[src/common/timer8_pkg.sv]
package timer8_pkg;
	// register byte addresses: printed offsets are not all multiples of four, so index * 4
	localparam logic [7:0] IDX_COUNTER   = 8'h32;
	localparam logic [7:0] IDX_CONTROL_B = 8'h33;
	localparam logic [7:0] IDX_IRQ_MASK  = 8'h39;
	localparam logic [7:0] IDX_CONTROL_A = 8'h30;
	localparam logic [7:0] IDX_COMPARE_A = 8'h36;
	localparam logic [7:0] IDX_COMPARE_B = 8'h3C;
	localparam logic [7:0] IDX_IRQ_FLAGS = 8'h38;
	localparam int ADDR_W = 10;

	// control b fields
	localparam int CB_FORCE_A = 7;
	localparam int CB_FORCE_B = 6;
	localparam int CB_WAVE_HI = 3;
	// control a fields
	localparam int CA_OUT_A_LO = 6;
	localparam int CA_OUT_B_LO = 4;
	// mask / flag bits
	localparam int BIT_MATCH_B  = 2;
	localparam int BIT_MATCH_A  = 1;
	localparam int BIT_OVERFLOW = 0;

	localparam logic [7:0] RESET_BYTE = 8'h00;
	localparam logic [7:0] COUNT_MAX  = 8'hFF;
	localparam logic [7:0] COUNT_BOT  = 8'h00;
	localparam logic [9:0] PRESCALE_WRAP = 10'h3FF;

	typedef enum logic [2:0] {
		CS_STOP, CS_DIV1, CS_DIV8, CS_DIV64, CS_DIV256, CS_DIV1024, CS_EXT_FALL, CS_EXT_RISE
	} clock_sel_t;

	localparam logic [1:0] RESP_OKAY   = 2'b00;
	localparam logic [1:0] RESP_SLVERR = 2'b10;
endpackage

[src/rtl/timer8_control_and_flags.sv]
`timescale 1ns/1ns
`default_nettype none
// What this block does
// force bit A in non-PWM mode makes an immediate channel A match on the output
// force bit B in non-PWM mode makes an immediate channel B match on the output
// forced matches set no flag, raise no interrupt, never clear the counter
// force bits are strobes only and always read as zero
// software keeps force bits zero when writing control B in PWM modes
// reserved bits of control B, mask and flag registers read zero
// clock select picks stop, undivided, or prescaler taps 8, 64, 256, 1024
// select 110 counts on pin falling edges, 111 on rising edges
// count pin edges clock the counter even when the pin is an output
// counter is directly readable and writable, resets to zero
// a counter write blocks compare matches on the next timer tick
// software avoids changing the running counter to not miss matches
// compare A is always compared with the counter; feeds flag, and pin A in non-PWM modes only
// compare B is always compared with the counter; feeds flag, and pin B in non-PWM modes only
// mask bits 2,1,0 gate flags with global enable into interrupt requests
// match B flag at bit 2 sets on counter equal compare B
// match A flag at bit 1 sets on counter equal compare A
// overflow flag at bit 0 sets at a point chosen by the wave mode
// a flag clears by hardware when its interrupt vector runs
// writing one to a flag clears it, zero leaves it
// wave mode is high bit in control B plus two low bits in control A
// non-PWM output modes: off, toggle, clear, set on match
// per-source acknowledge strobes clear the matching flag
module timer8_control_and_flags
(
	input  wire logic                        aclk,
	input  wire logic                        aresetn,
	input  wire logic [timer8_pkg::ADDR_W-1:0] s_axi_awaddr,
	input  wire logic                        s_axi_awvalid,
	output logic                             s_axi_awready,
	input  wire logic [31:0]                 s_axi_wdata,
	input  wire logic [3:0]                  s_axi_wstrb,
	input  wire logic                        s_axi_wvalid,
	output logic                             s_axi_wready,
	output logic [1:0]                       s_axi_bresp,
	output logic                             s_axi_bvalid,
	input  wire logic                        s_axi_bready,
	input  wire logic [timer8_pkg::ADDR_W-1:0] s_axi_araddr,
	input  wire logic                        s_axi_arvalid,
	output logic                             s_axi_arready,
	output logic [31:0]                      s_axi_rdata,
	output logic [1:0]                       s_axi_rresp,
	output logic                             s_axi_rvalid,
	input  wire logic                        s_axi_rready,
	input  wire logic                        external_count_pin,
	input  wire logic                        global_irq_enable,
	input  wire logic                        ack_match_a,
	input  wire logic                        ack_match_b,
	input  wire logic                        ack_overflow,
	output logic                             irq_match_a,
	output logic                             irq_match_b,
	output logic                             irq_overflow,
	output logic                             wave_out_a,
	output logic                             wave_out_b,
	output logic                             wave_out_a_en,
	output logic                             wave_out_b_en
);
	import timer8_pkg::*;

	function automatic logic [7:0] byte_index(input logic [ADDR_W-1:0] a);
		return a[ADDR_W-1:2];
	endfunction

	function automatic logic is_pwm(input logic [2:0] m);
		return m[0];
	endfunction

	function automatic logic apply_mode(input logic [1:0] om, input logic cur);
		unique case (om)
			2'b01:   return ~cur;
			2'b10:   return 1'b0;
			2'b11:   return 1'b1;
			default: return cur;
		endcase
	endfunction

	logic [7:0] counter_value;
	logic [7:0] compare_value_a;
	logic [7:0] compare_value_b;
	logic [1:0] out_mode_a;
	logic [1:0] out_mode_b;
	logic [1:0] wave_mode_low_bits;
	logic       wave_mode_high_bit;
	logic [2:0] clock_source_select;
	logic [2:0] timer_irq_mask;
	logic [2:0] timer_irq_flags;
	logic [2:0] wave_mode;
	logic [9:0] prescale;
	logic       pin_sync1;
	logic       pin_sync2;
	logic       pin_prev;
	logic       tick;
	logic       block_match;
	logic       count_up;
	logic [7:0] top_value;
	logic       match_a;
	logic       match_b;
	logic       at_top;
	logic       ovf_event;
	logic       wave_a;
	logic       wave_b;

	// write path state
	logic                aw_held;
	logic                w_held;
	logic [ADDR_W-1:0]   aw_addr;
	logic [31:0]         w_data;
	logic [3:0]          w_strb;
	logic                wr_go;
	logic [7:0]          wr_idx;
	logic                wr_ok;
	logic [7:0]          wbyte;
	logic                wr_lane;

	assign wave_mode = {wave_mode_high_bit, wave_mode_low_bits};

	assign s_axi_awready = ~aw_held & ~s_axi_bvalid;
	assign s_axi_wready  = ~w_held & ~s_axi_bvalid;
	assign wr_go   = aw_held & w_held & ~s_axi_bvalid;
	assign wr_idx  = byte_index(aw_addr);
	assign wbyte   = w_data[7:0];
	assign wr_lane = w_strb[0];
	always_comb begin
		unique case (wr_idx)
			IDX_COUNTER, IDX_CONTROL_B, IDX_IRQ_MASK, IDX_CONTROL_A,
			IDX_COMPARE_A, IDX_COMPARE_B, IDX_IRQ_FLAGS: wr_ok = 1'b1;
			default: wr_ok = 1'b0;
		endcase
	end

	// write strobes, qualified by byte lane 0 where the registers live
	logic wr_counter;
	logic wr_control_b;
	logic wr_control_a;
	logic wr_flags;
	assign wr_counter   = wr_go & wr_lane & (wr_idx == IDX_COUNTER);
	assign wr_control_b = wr_go & wr_lane & (wr_idx == IDX_CONTROL_B);
	assign wr_control_a = wr_go & wr_lane & (wr_idx == IDX_CONTROL_A);
	assign wr_flags     = wr_go & wr_lane & (wr_idx == IDX_IRQ_FLAGS);

	always_ff @(posedge aclk) begin
		if (!aresetn) begin
			aw_held <= 1'b0;
			w_held  <= 1'b0;
			aw_addr <= '0;
			w_data  <= '0;
			w_strb  <= '0;
			s_axi_bvalid <= 1'b0;
			s_axi_bresp  <= RESP_OKAY;
		end else begin
			if (s_axi_awvalid && s_axi_awready) begin
				aw_held <= 1'b1;
				aw_addr <= s_axi_awaddr;
			end
			if (s_axi_wvalid && s_axi_wready) begin
				w_held <= 1'b1;
				w_data <= s_axi_wdata;
				w_strb <= s_axi_wstrb;
			end
			if (wr_go) begin
				aw_held <= 1'b0;
				w_held  <= 1'b0;
				s_axi_bvalid <= 1'b1;
				s_axi_bresp  <= wr_ok ? RESP_OKAY : RESP_SLVERR;
			end else if (s_axi_bvalid && s_axi_bready) begin
				s_axi_bvalid <= 1'b0;
			end
		end
	end

	// read path
	logic [7:0] rd_byte;
	logic       rd_ok;
	always_comb begin
		rd_byte = 8'h00;
		rd_ok   = 1'b1;
		unique case (byte_index(s_axi_araddr))
			IDX_COUNTER:   rd_byte = counter_value;
			// force strobes and bits 5:4 read as zero
			IDX_CONTROL_B: rd_byte = {4'h0, wave_mode_high_bit, clock_source_select};
			IDX_CONTROL_A: rd_byte = {out_mode_a, out_mode_b, 2'b00, wave_mode_low_bits};
			IDX_COMPARE_A: rd_byte = compare_value_a;
			IDX_COMPARE_B: rd_byte = compare_value_b;
			IDX_IRQ_MASK:  rd_byte = {5'h00, timer_irq_mask};
			IDX_IRQ_FLAGS: rd_byte = {5'h00, timer_irq_flags};
			default:       rd_ok   = 1'b0;
		endcase
	end

	assign s_axi_arready = ~s_axi_rvalid;
	always_ff @(posedge aclk) begin
		if (!aresetn) begin
			s_axi_rvalid <= 1'b0;
			s_axi_rdata  <= '0;
			s_axi_rresp  <= RESP_OKAY;
		end else if (s_axi_arvalid && s_axi_arready) begin
			s_axi_rvalid <= 1'b1;
			s_axi_rdata  <= {24'h00_0000, rd_byte};
			s_axi_rresp  <= rd_ok ? RESP_OKAY : RESP_SLVERR;
		end else if (s_axi_rready) begin
			s_axi_rvalid <= 1'b0;
		end
	end

	// configuration registers
	always_ff @(posedge aclk) begin
		if (!aresetn) begin
			wave_mode_high_bit  <= 1'b0;
			clock_source_select <= CS_STOP;
			wave_mode_low_bits  <= 2'b00;
			out_mode_a          <= 2'b00;
			out_mode_b          <= 2'b00;
			compare_value_a     <= RESET_BYTE;
			compare_value_b     <= RESET_BYTE;
			timer_irq_mask      <= 3'b000;
		end else begin
			if (wr_control_b) begin
				wave_mode_high_bit  <= wbyte[CB_WAVE_HI];
				clock_source_select <= wbyte[2:0];
			end
			if (wr_control_a) begin
				out_mode_a         <= wbyte[CA_OUT_A_LO+:2];
				out_mode_b         <= wbyte[CA_OUT_B_LO+:2];
				wave_mode_low_bits <= wbyte[1:0];
			end
			if (wr_go && wr_lane && wr_idx == IDX_COMPARE_A) compare_value_a <= wbyte;
			if (wr_go && wr_lane && wr_idx == IDX_COMPARE_B) compare_value_b <= wbyte;
			if (wr_go && wr_lane && wr_idx == IDX_IRQ_MASK) timer_irq_mask <= wbyte[2:0];
		end
	end

	// prescaler runs free; taps fire when the low bits wrap
	always_ff @(posedge aclk) begin
		if (!aresetn) prescale <= '0;
		else prescale <= prescale + 10'd1;
	end

	// the pin is asynchronous; edge detect reads only the second stage onward
	always_ff @(posedge aclk) begin
		if (!aresetn) begin
			pin_sync1 <= 1'b0;
			pin_sync2 <= 1'b0;
			pin_prev  <= 1'b0;
		end else begin
			pin_sync1 <= external_count_pin;
			pin_sync2 <= pin_sync1;
			pin_prev  <= pin_sync2;
		end
	end

	always_comb begin
		unique case (clock_source_select)
			CS_STOP:     tick = 1'b0;
			CS_DIV1:     tick = 1'b1;
			CS_DIV8:     tick = (prescale[2:0] == 3'h7);
			CS_DIV64:    tick = (prescale[5:0] == 6'h3F);
			CS_DIV256:   tick = (prescale[7:0] == 8'hFF);
			CS_DIV1024:  tick = (prescale == PRESCALE_WRAP);
			CS_EXT_FALL: tick = pin_prev & ~pin_sync2;
			CS_EXT_RISE: tick = ~pin_prev & pin_sync2;
		endcase
	end

	// counting: normal/fast up, ctc clears at compare a, phase correct up/down
	assign top_value = (wave_mode == 3'd2 || wave_mode[2]) ? compare_value_a : COUNT_MAX;
	assign at_top    = (counter_value == top_value);
	assign match_a   = tick & ~block_match & (counter_value == compare_value_a);
	assign match_b   = tick & ~block_match & (counter_value == compare_value_b);

	always_comb begin
		unique case (wave_mode)
			3'd1, 3'd5: ovf_event = tick & ~count_up & (counter_value == COUNT_BOT + 8'd1);
			3'd7:       ovf_event = tick & at_top;
			default:    ovf_event = tick & (counter_value == COUNT_MAX);
		endcase
	end

	always_ff @(posedge aclk) begin
		if (!aresetn) begin
			counter_value <= RESET_BYTE;
			count_up      <= 1'b1;
			block_match   <= 1'b0;
		end else if (wr_counter) begin
			counter_value <= wbyte;
			block_match   <= 1'b1;
		end else if (tick) begin
			block_match <= 1'b0;
			if (is_pwm(wave_mode) && wave_mode != 3'd3 && wave_mode != 3'd7) begin
				if (count_up && at_top) begin
					count_up      <= 1'b0;
					counter_value <= counter_value - 8'd1;
				end else if (!count_up && counter_value == COUNT_BOT) begin
					count_up      <= 1'b1;
					counter_value <= counter_value + 8'd1;
				end else begin
					counter_value <= count_up ? counter_value + 8'd1 : counter_value - 8'd1;
				end
			end else if (at_top) begin
				counter_value <= COUNT_BOT;
			end else begin
				counter_value <= counter_value + 8'd1;
			end
		end
	end

	// flags: hardware set beats any clear in the same cycle
	logic [2:0] set_vec;
	logic [2:0] clr_vec;
	assign set_vec = {match_b, match_a, ovf_event};
	assign clr_vec = ({3{wr_flags}} & wbyte[2:0])
		| {ack_match_b, ack_match_a, ack_overflow};
	always_ff @(posedge aclk) begin
		if (!aresetn) timer_irq_flags <= 3'b000;
		else timer_irq_flags <= set_vec | (timer_irq_flags & ~clr_vec);
	end

	assign irq_match_b  = global_irq_enable & timer_irq_mask[BIT_MATCH_B] & timer_irq_flags[BIT_MATCH_B];
	assign irq_match_a  = global_irq_enable & timer_irq_mask[BIT_MATCH_A] & timer_irq_flags[BIT_MATCH_A];
	assign irq_overflow = global_irq_enable & timer_irq_mask[BIT_OVERFLOW] & timer_irq_flags[BIT_OVERFLOW];

	// waveform: non-PWM compare actions only; force strobes use the same action path
	logic force_a;
	logic force_b;
	assign force_a = wr_control_b & wbyte[CB_FORCE_A] & ~is_pwm(wave_mode);
	assign force_b = wr_control_b & wbyte[CB_FORCE_B] & ~is_pwm(wave_mode);
	always_ff @(posedge aclk) begin
		if (!aresetn) begin
			wave_a <= 1'b0;
			wave_b <= 1'b0;
		end else begin
			if (!is_pwm(wave_mode) && (match_a || force_a)) wave_a <= apply_mode(out_mode_a, wave_a);
			if (!is_pwm(wave_mode) && (match_b || force_b)) wave_b <= apply_mode(out_mode_b, wave_b);
		end
	end
	assign wave_out_a    = wave_a;
	assign wave_out_b    = wave_b;
	assign wave_out_a_en = (out_mode_a != 2'b00);
	assign wave_out_b_en = (out_mode_b != 2'b00);
endmodule
`default_nettype wire
[config.mk]
export PLATFORM = sky130hd
export DESIGN_NAME = timer8_control_and_flags
export DESIGN_NICKNAME = d
export VERILOG_FILES = /design/src/common/timer8_pkg.sv /design/src/rtl/timer8_control_and_flags.sv
export SDC_FILE = /design/constraint.sdc
export NUM_CORES = 1
export LEC_CHECK = 0
export BUFFER_PORTS_ARGS = -buffer_cell sky130_fd_sc_hd__buf_4
export CORE_MARGIN = 2
export CORE_UTILIZATION = 55
export DETAILED_ROUTE_END_ITERATION = 10
export GPL_TIMING_DRIVEN = 0
export PLACE_DENSITY = 0.82
export SYNTH_ARGS = -nofsm -noshare
export SYNTH_HDL_FRONTEND = slang
export SYNTH_SLANG_ARGS = --single-unit
[constraint.sdc]
create_clock -name aclk -period 6 [get_ports aclk]
set_input_delay 1.2 -clock aclk [delete_from_list [all_inputs] [get_ports aclk]]
set_output_delay 1.2 -clock aclk [all_outputs]
set_load 0.02 [all_outputs]
==> results_dict.tcl, run 1 <==
set metrics [dict create \
    cp_max_fo 9 \
    area_growth_pct 18.0 \
    internal_power_mw 0.897 \
    yosys.area.top_type "dfxtp_1" \
    netlist_area_mm2 0.00484 \
    place_ws_ns 2.53 \
    tightest_slew_ns 1.09 \
    drv_cap 0 \
    num_io_pins 116 \
    start_util_pct 56.1 \
    p_sw_share_pct 25.6 \
    dieArea_mm2 0.00957 \
    grt_max_degree 15 \
    power_density_mw_per_mm2 211 \
    wirelength_mm 13.6 \
    min_period_ns 3.09 \
    grt_pass1_wl_mm 22.1 \
    hold_viol 0 \
    drv_slew 0 \
    min_path_type "flop to flop" \
    post_drt_wl_per_cell_um 17.2 \
    cp.required_ns 6.30 \
    finalSetupTns_ns 0 \
    muxShareOfSynthArea_pct 8.52 \
    finalClockSkew_ns 0.0102 \
    period_share_pct 51.6 \
    drtPass1Iterations 5 \
    fin_cells 792 \
    nFillCells 754 \
    grtUsageTotal_pct 28.5 \
    layout-drive-gt1-share_pct 16.7 \
    cts_hold_buf 0 \
    synthTopCellsByArea "dfxtp_1 36%, mux2i_1 8.1%, nor2_1 6.5%, buf_4 4.3%, a21oi_1 3.6%" \
    die_x_um 97.8 \
    post_cts_resized 0 \
    syn_avg_cell_area_um2 8.25 \
    synth_compound_area_share_pct 16.4 \
    end_kind "flop" \
    fin_ws_ns 2.91 \
    ys_ff_latch 88 \
    yosys.area.top_type_share_pct 36.4 \
    synth_top_family_by_area "simple AND/OR/NAND/NOR gates" \
    coreArea_mm2 0.00864 \
    clk_pin_slew_ns 0.09 \
    yosysWarnings 0 \
    synthCells 587 \
    final_common_cell "dfxtp_1" \
    gp_congestion 0.939 \
    p_comb_share_pct 10.6 \
    cts_made_buffers 9 \
    peakVddDrop_v 0.000189 \
    antenna_found_initial 0 \
    hpwlAfterDp_mm 10.2 \
    rows 34 \
    tritoncts "yes" \
    cts.sinks 88 \
    vias 4686 \
    grt_overflow 0 \
    vias_per_cell 5.92 \
    worstSkewPairLatency_ns 0.36 \
    outcome "finished, final reports clean" \
    synth-seq-area-share_pct 36.4 \
    post_cts_buffers 0 \
    drc 0 \
    die_y_um 97.8 \
    synth_simple_gate_area_share_pct 25.9 \
    drtIter0Drc 486 \
    synth_xor_area_share_pct 2.71 \
    synth_top_flop_cell "dfxtp_1" \
    synth_cell_types 68 \
    worstPathArrival_ns 3.40 \
    fmax_ghz 0.323 \
    place_inst 776 \
    p_leak_nw 2.52 \
    synth_fa_ha_area_share_pct 1.55 \
    path_class "input port to flop" \
    cts-root-buf "clkbuf_8" \
    drtAntennaViolNets 0 \
    synth-edff-count 0 \
    pwr-share-clk_pct 38.5 \
    synthArstFlopShare_pct 0 \
    final_cell_mix "88 x dfxtp_1, 84 x buf_4, 84 x nor2_1" \
    grt_pass1_vias 4454 \
    switchingPower_mw 0.309 \
    setup_violations 0 \
    pwr-share-seq_pct 50.9 \
    cts_htree_levels 3 \
    fin_nets 753 \
    power_mw 1.21 \
    crit_path_start_kind "input port" \
    clock_path_buffers 2 \
    io_buffers 56 \
    rsz0062_at_grt "false" \
    max_slew_margin_pct 27.0 \
]
worst max-delay path, cell delays in order:
cell,delay (ns)
buf_4,0.11
nor4bb_1,0.28
clkbuf_1,0.30
nor4bb_1,0.64
and2_0,0.21
clkbuf_1,0.22
a222oi_1,0.17
nor2_1,0.13
a21oi_1,0.05
nor2_1,0.09
sequential cells by signal, summed over array words and instances (netlist names), 2 cells and up:
| register | flops |
|---|---|
| compare_value_b | 8 |
| out_mode_b | 2 |
| wave_mode_low_bits | 2 |
| counter_value | 8 |
| prescale | 10 |
| timer_irq_flags | 3 |
| compare_value_a | 8 |
| s_axi_rdata | 8 |
| clock_source_select | 3 |
| timer_irq_mask | 3 |
| w_data | 8 |
| out_mode_a | 2 |
| aw_addr | 8 |
area by class of cell:
class | count | area, um2 | share of cell area (%)
multi-input combinational | 447 | 2770 | 48.4
sequential | 88 | 1760 | 30.8
timing repair buffer | 56 | 420 | 7.36
buffer | 58 | 334 | 5.85
clock buffer | 11 | 141 | 2.47
tap | 108 | 135 | 2.36
clock inverter | 4 | 77.6 | 1.36
inverter | 19 | 73.8 | 1.29
antenna | 1 | 2.50 | 0.0438
final timing paths:
kind,end,start,depth (start not counted),slack [ns]
min reg2reg,pin_sync2,pin_sync1,1,0.44
max,s_axi_rdata[7],s_axi_araddr[9],10,2.91
max reg2reg,wave_out_b,prescale[0],9,3.02
min,pin_sync2,pin_sync1,1,0.44
synth_stat cells (4+ instances only):
| master | instances |
|---|---|
| a222oi_1 | 4 |
| nand4_1 | 5 |
| nand2_1 | 43 |
| clkbuf_1 | 26 |
| xor2_1 | 14 |
| nor3_1 | 12 |
| nand3_1 | 16 |
| inv_1 | 15 |
| a22oi_1 | 7 |
| a221oi_1 | 4 |
| o21ai_0 | 14 |
| buf_4 | 28 |
| dfxtp_1 | 88 |
| or4_1 | 4 |
| nand2b_1 | 13 |
| nand3b_1 | 9 |
| and3_1 | 10 |
| a22o_1 | 11 |
| ha_1 | 6 |
| o211ai_1 | 4 |
| nor2b_1 | 5 |
| nor4_1 | 6 |
| nor2_1 | 84 |
| a211oi_1 | 5 |
| mux2i_1 | 39 |
| and2_1 | 12 |
| a21oi_1 | 35 |
cells by family after synthesis:
| family | count (synthesis) |
|---|---|
| other cells | 1 |
| compound gates | 115 |
| mux | 41 |
| fa+ha+maj | 6 |
| simple gates | 244 |
| flops | 88 |
| xor+xnor | 15 |
| buf+inv | 77 |
power groups by stage:
| stage | Clock [mW] | Sequential (mW) | Combinational (mW) |
|---|---|---|---|
| finish | 0.464 | 0.614 | 0.128 |
| global route | 0.488 | 0.616 | 0.140 |
| CTS | 0.464 | 0.614 | 0.127 |
| detailed placement | 0 | 0.628 | 0.127 |
| global placement | 0 | 0.627 | 0.124 |
| floorplan | 0 | 0.623 | 0.0840 |
stage by stage:
| stage | hold slack, ns | cell area [um2] | util, % |
|---|---|---|---|
| final | 0.442 | 5710 | 66.2 |
| after detailed placement | 0.428 | 5490 | 63.6 |
| after global routing | 0.489 | 5710 | 66.1 |
| after CTS | 0.448 | 5710 | 66.1 |
| after floorplan | 0.412 | 4940 | - |
| after global placement | 0.427 | 5490 | 63.6 |
per-layer routing:
layer  wire length (um)  vias to the layer above  global-route usage (%)
met2               6410                      210                    46.0
li1                   -                     2219                       -
met3               1130                       44                    4.94
met1               5630                     2213                    37.4
met5                  0                        -                       0
met4                435                        0                    12.7
Note: power is estimated with default switching activity, not from simulation.
==> inputs of run 2 (changes only) <==
--- a/config.mk
+++ b/config.mk
@@ -7,10 +7,10 @@
 export LEC_CHECK = 0
 export BUFFER_PORTS_ARGS = -buffer_cell sky130_fd_sc_hd__buf_4
 export CORE_MARGIN = 2
-export CORE_UTILIZATION = 55
+export CORE_UTILIZATION = 54
 export DETAILED_ROUTE_END_ITERATION = 10
 export GPL_TIMING_DRIVEN = 0
-export PLACE_DENSITY = 0.82
+export PLACE_DENSITY = 0.8
 export SYNTH_ARGS = -nofsm -noshare
 export SYNTH_HDL_FRONTEND = slang
 export SYNTH_SLANG_ARGS = --single-unit
==> constraint.sdc (replaced) <==
create_clock -name aclk -period 3 [get_ports aclk]
set_input_delay 0.6 -clock aclk [delete_from_list [all_inputs] [get_ports aclk]]
set_output_delay 0.6 -clock aclk [all_outputs]
set_load 0.02 [all_outputs]
==> run 2 against run 1 <==
Critical path type is now flop to flop. Global-route usage is 1.1 points lower. Register-to-register slack worse by 2.9 ns. Power is 90% higher. Critical endpoint is now wave_out_a. Via count is 1.7% lower. Critical path depth is 2 lower.
==> results_dict.tcl, run 2 (synthesis gave the netlist of run 1 again) <==
set metrics [dict create \
    power_mw 2.29 \
    tightest_slew_ns 1.09 \
    grt.met1_usage_pct 36.0 \
    power_density_mw_per_mm2 403 \
    min_period_ns 2.88 \
    clk_pin_slew_ns 0.10 \
    die_y_um 98.7 \
    fin_ws_ns 0.118 \
    cts.sinks 88 \
    crit_chain "ha_1 -> nand4_1 -> o21a_1 -> o22ai_1 -> nand2_1 -> or4_1 -> a221o_1 -> o211a_1" \
    drv_cap 0 \
    crit_path_start_kind "flop" \
    cts_htree_levels 3 \
    num_io_pins 116 \
    rows 34 \
    drv_slew 0 \
    grtUsageTotal_pct 27.4 \
    vias_per_cell 5.83 \
    fmax_ghz 0.347 \
    grt_pass1_vias 4192 \
    worstSkewPairLatency_ns 0.37 \
    cts_hold_buf 0 \
    path_class "flop to flop" \
    hold_viol 0 \
    grt_util_met3_pct 4.82 \
    insertedDiodeCount 0 \
    area_growth_pct 17.2 \
    largest_reg_flops 10 \
    wirelength_mm 13.6 \
    setup_violations 0 \
    drtIter0Drc 414 \
    outcome "finished, final reports clean" \
    final_cell_mix "88 x dfxtp_1, 84 x buf_4, 84 x nor2_1" \
    nFillCells 769 \
    hpwlAfterDp_mm 10.3 \
    drtAntennaViolNets 0 \
    coreArea_mm2 0.00872 \
    post_drt_wl_per_cell_um 17.3 \
    tritoncts "yes" \
    grt_max_degree 16 \
    finalClockSkew_ns 0.00788 \
    dieArea_mm2 0.00974 \
    io_buffers 56 \
    cts_made_buffers 9 \
    whs_ns 0.401 \
    p_leak_nw 2.49 \
    place_ws_ns 0.125 \
    vias 4608 \
    top_register "prescale" \
    start_util_pct 55.5 \
    post_cts_buffers 0 \
    grt_util_met2_pct 45.5 \
    final_common_cell "dfxtp_1" \
    grt_pass1_wl_mm 21.2 \
    post_cts_resized 0 \
    antenna_found_initial 0 \
    final_util_pct 65.1 \
    drtPass1Iterations 9 \
    drc 0 \
    fin_nets 751 \
    cts-root-buf "clkbuf_8" \
    gp_congestion 0.941 \
    clock_path_buffers 2 \
    worstPathArrival_ns 3.15 \
    cp_max_fo 5 \
    slowest_delay_ns 0.65 \
    peakVddDrop_v 0.000364 \
    cp.required_ns 3.27 \
    period_share_pct 96.1 \
    top_usage_layer "met2" \
    layout-drive-gt1-share_pct 17.0 \
    max_slew_margin_pct 26.8 \
    end_kind "flop" \
    crit_slowest_cell "or4_1" \
    grt_overflow 0 \
    min_path_type "input port to flop" \
    die_x_um 98.7 \
]
-- run 2: routing by layer --
| metal | vias to the layer above | routed length [um] | part of all wire [%] |
|---|---|---|---|
| li1 | 2217 | - | - |
| met2 | 196 | 6500 | 48 |
| met3 | 33 | 943 | 6.9 |
| met4 | 0 | 323 | 2.4 |
| met1 | 2162 | 5870 | 43 |
| met5 | - | 0 | 0 |
-- run 2: worst max-delay path: cells and delay by family (launching register included) --
kind / cells / cell delay, ns
and+or+nand+nor: 3 / 1.04
AOI/OAI and AO/OA: 4 / 1.06
adders and majority gates: 1 / 0.27
DFF: 1 / 0.41
-- run 2: power by group --
group	switching, mW	total [mW]	internal, mW
Combinational	0.151	0.258	0.108
Sequential	0.0342	1.23	1.19
Clock	0.468	0.798	0.330
-- run 2: final timing paths --
kind           startpoint      endpoint  slack (ns)  depth (start not counted)
max           prescale[0]    wave_out_a        0.12                          8
min          s_axi_rready  s_axi_rvalid        0.40                          2
max reg2reg   prescale[0]    wave_out_a        0.12                          8
min reg2reg     pin_sync1     pin_sync2        0.46                          1
-- run 2: area by class of cell --
cell class / instances / area (um2) / share of cell area, %
Clock inverter: 5 / 40.0 / 0.706
Timing Repair Buffer: 56 / 420 / 7.41
Inverter: 19 / 73.8 / 1.30
Tap cell: 108 / 135 / 2.38
Buffer: 56 / 327 / 5.76
Multi-Input combinational cell: 447 / 2780 / 48.9
Clock buffer: 11 / 141 / 2.49
Sequential cell: 88 / 1760 / 31.0
-- run 2: through the flow --
stage	cell area, um2	instances	TNS, ns
after floorplan	4940	612	0
after global placement	5490	776	0
after detailed placement	5490	776	0
after CTS	5670	792	0
after global routing	5670	790	-0.0221
final	5670	790	0
==> inputs of run 3 (changes only) <==
--- a/config.mk
+++ b/config.mk
@@ -10,7 +10,7 @@
 export CORE_UTILIZATION = 54
 export DETAILED_ROUTE_END_ITERATION = 10
 export GPL_TIMING_DRIVEN = 0
-export PLACE_DENSITY = 0.8
+export PLACE_DENSITY_LB_ADDON = 0.08
 export SYNTH_ARGS = -nofsm -noshare
 export SYNTH_HDL_FRONTEND = slang
 export SYNTH_SLANG_ARGS = --single-unit
==> run 3 against run 2 <==
Critical path depth did not move. Sequential share of layout area down 0.33 points. Combinational power about the same. Register-to-register slack improved by 0.04 ns. Critical path type unchanged. Critical endpoint is now counter_value[4]. Largest cell class unchanged.
==> results_dict.tcl, run 3 (synthesis gave the netlist of run 1 again) <==
set metrics [dict create \
    cts_htree_levels 3 \
    vias_per_cell 5.79 \
    die_x_um 98.7 \
    start_util_pct 55.5 \
    period_share_pct 94.7 \
    final_util_pct 65.8 \
    cts.sinks 88 \
    outcome "finished, final reports clean" \
    hold_viol 0 \
    post_cts_buffers 0 \
    cp_max_fo 9 \
    final_cell_area_mm2 0.00573 \
    finalClockSkew_ns 0.0108 \
    insertedDiodeCount 0 \
    io_buffers 56 \
    peakVddDrop_v 0.000270 \
    grt_util_met3_pct 3.69 \
    path_class "flop to flop" \
    min_path_type "input port to flop" \
    rsz0062_at_grt "false" \
    grt_util_met2_pct 47.6 \
    drtIter0Drc 323 \
    top_register "prescale" \
    wirelength_mm 13.6 \
    placed_area_mm2 0.00549 \
    fin_nets 753 \
    clk_pin_slew_ns 0.11 \
    top_usage_layer "met2" \
    setup_violations 0 \
    tightest_slew_ns 1.03 \
    drc 0 \
    area_growth_pct 18.4 \
    drv_cap 0 \
    fin_ws_ns 0.160 \
    crit_path_start_kind "flop" \
    largest_reg_flops 10 \
    cp.required_ns 3.27 \
    grt_overflow 0 \
    fmax_ghz 0.352 \
    grtUsageTotal_pct 28.1 \
    drtPass1Iterations 7 \
    end_kind "flop" \
    drv_slew 0 \
    tritoncts "yes" \
    drtAntennaViolNets 0 \
    place_ws_ns 0.145 \
    grt_pass1_wl_mm 21.5 \
    worstSkewPairLatency_ns 0.38 \
    fin_cells 792 \
    gp_congestion 0.955 \
    p_leak_nw 2.52 \
    worstPathArrival_ns 3.11 \
    rows 34 \
    clock_path_buffers 2 \
    final_common_cell "dfxtp_1" \
    num_io_pins 116 \
    antenna_found_initial 0 \
    layout-drive-gt1-share_pct 17.4 \
    final_cell_mix "88 x dfxtp_1, 84 x buf_4, 84 x nor2_1" \
    min_period_ns 2.84 \
    finalSetupTns_ns 0 \
    hpwlAfterDp_mm 10.1 \
    cts-root-buf "clkbuf_8" \
    vias 4582 \
    post_drt_wl_per_cell_um 17.2 \
    dieArea_mm2 0.00974 \
    coreArea_mm2 0.00872 \
    grt_max_degree 19 \
    grt.met1_usage_pct 36.9 \
    die_y_um 98.7 \
    max_slew_margin_pct 31.0 \
    grt_pass1_vias 4288 \
    place_inst 776 \
    power_density_mw_per_mm2 419 \
    cts_made_buffers 9 \
]
==> run 3: layout make-up <==
class | instances | area [um2]
fillers | 770 | 2990
flip-flops and latches | 88 | 1760
clock buffers | 9 | 124
clock inverters | 7 | 96.3
repair buffers | 56 | 420
well taps | 108 | 135
inverters | 19 | 73.8
plain buffers | 58 | 334
multi-input cells | 447 | 2790
==> run 3: timing repair <==
item                       in CTS  in global routing
hold buffers                    0                  0
gates resized for setup         0                  3
setup endpoints to repair       0                  2
==> run 3: path summary, 6_finish.rpt <==
check / to / start / cells past startpoint / slack [ns]
min: s_axi_rvalid / s_axi_rready / 2 / 0.39
min reg2reg: pin_sync2 / pin_sync1 / 1 / 0.44
max reg2reg: counter_value[4] / counter_value[1] / 8 / 0.16
max: counter_value[4] / counter_value[1] / 8 / 0.16
==> run 3: critical path: stages (launching register included) <==
cell	delay [ns]
dfxtp_1	0.34
buf_4	0.18
clkinv_1	0.23
a22o_1	0.31
or4_4	0.47
nor4_4	0.56
and4b_1	0.26
nor4_1	0.26
a21oi_1	0.11
==> run 3: report_power, final <==
part | internal, mW | switching (mW)
logic | 0.108 | 0.149
clock network | 0.411 | 0.507
registers | 1.20 | 0.0321
==> run 3: routing by layer <==
layer	part of all wire [%]	vias to the layer above
met3	6.7	38
met1	43	2139
met5	0	-
met2	47	183
met4	2.6	0
li1	-	2222
==> run 3: per-stage QoR <==
| stage | hold WS, ns | total power [mW] |
|---|---|---|
| floorplan | 0.412 | 1.41 |
| global placement | 0.413 | 1.50 |
| detailed placement | 0.421 | 1.51 |
| CTS | 0.386 | 2.40 |
| global route | 0.396 | 2.47 |
| finish | 0.386 | 2.40 |
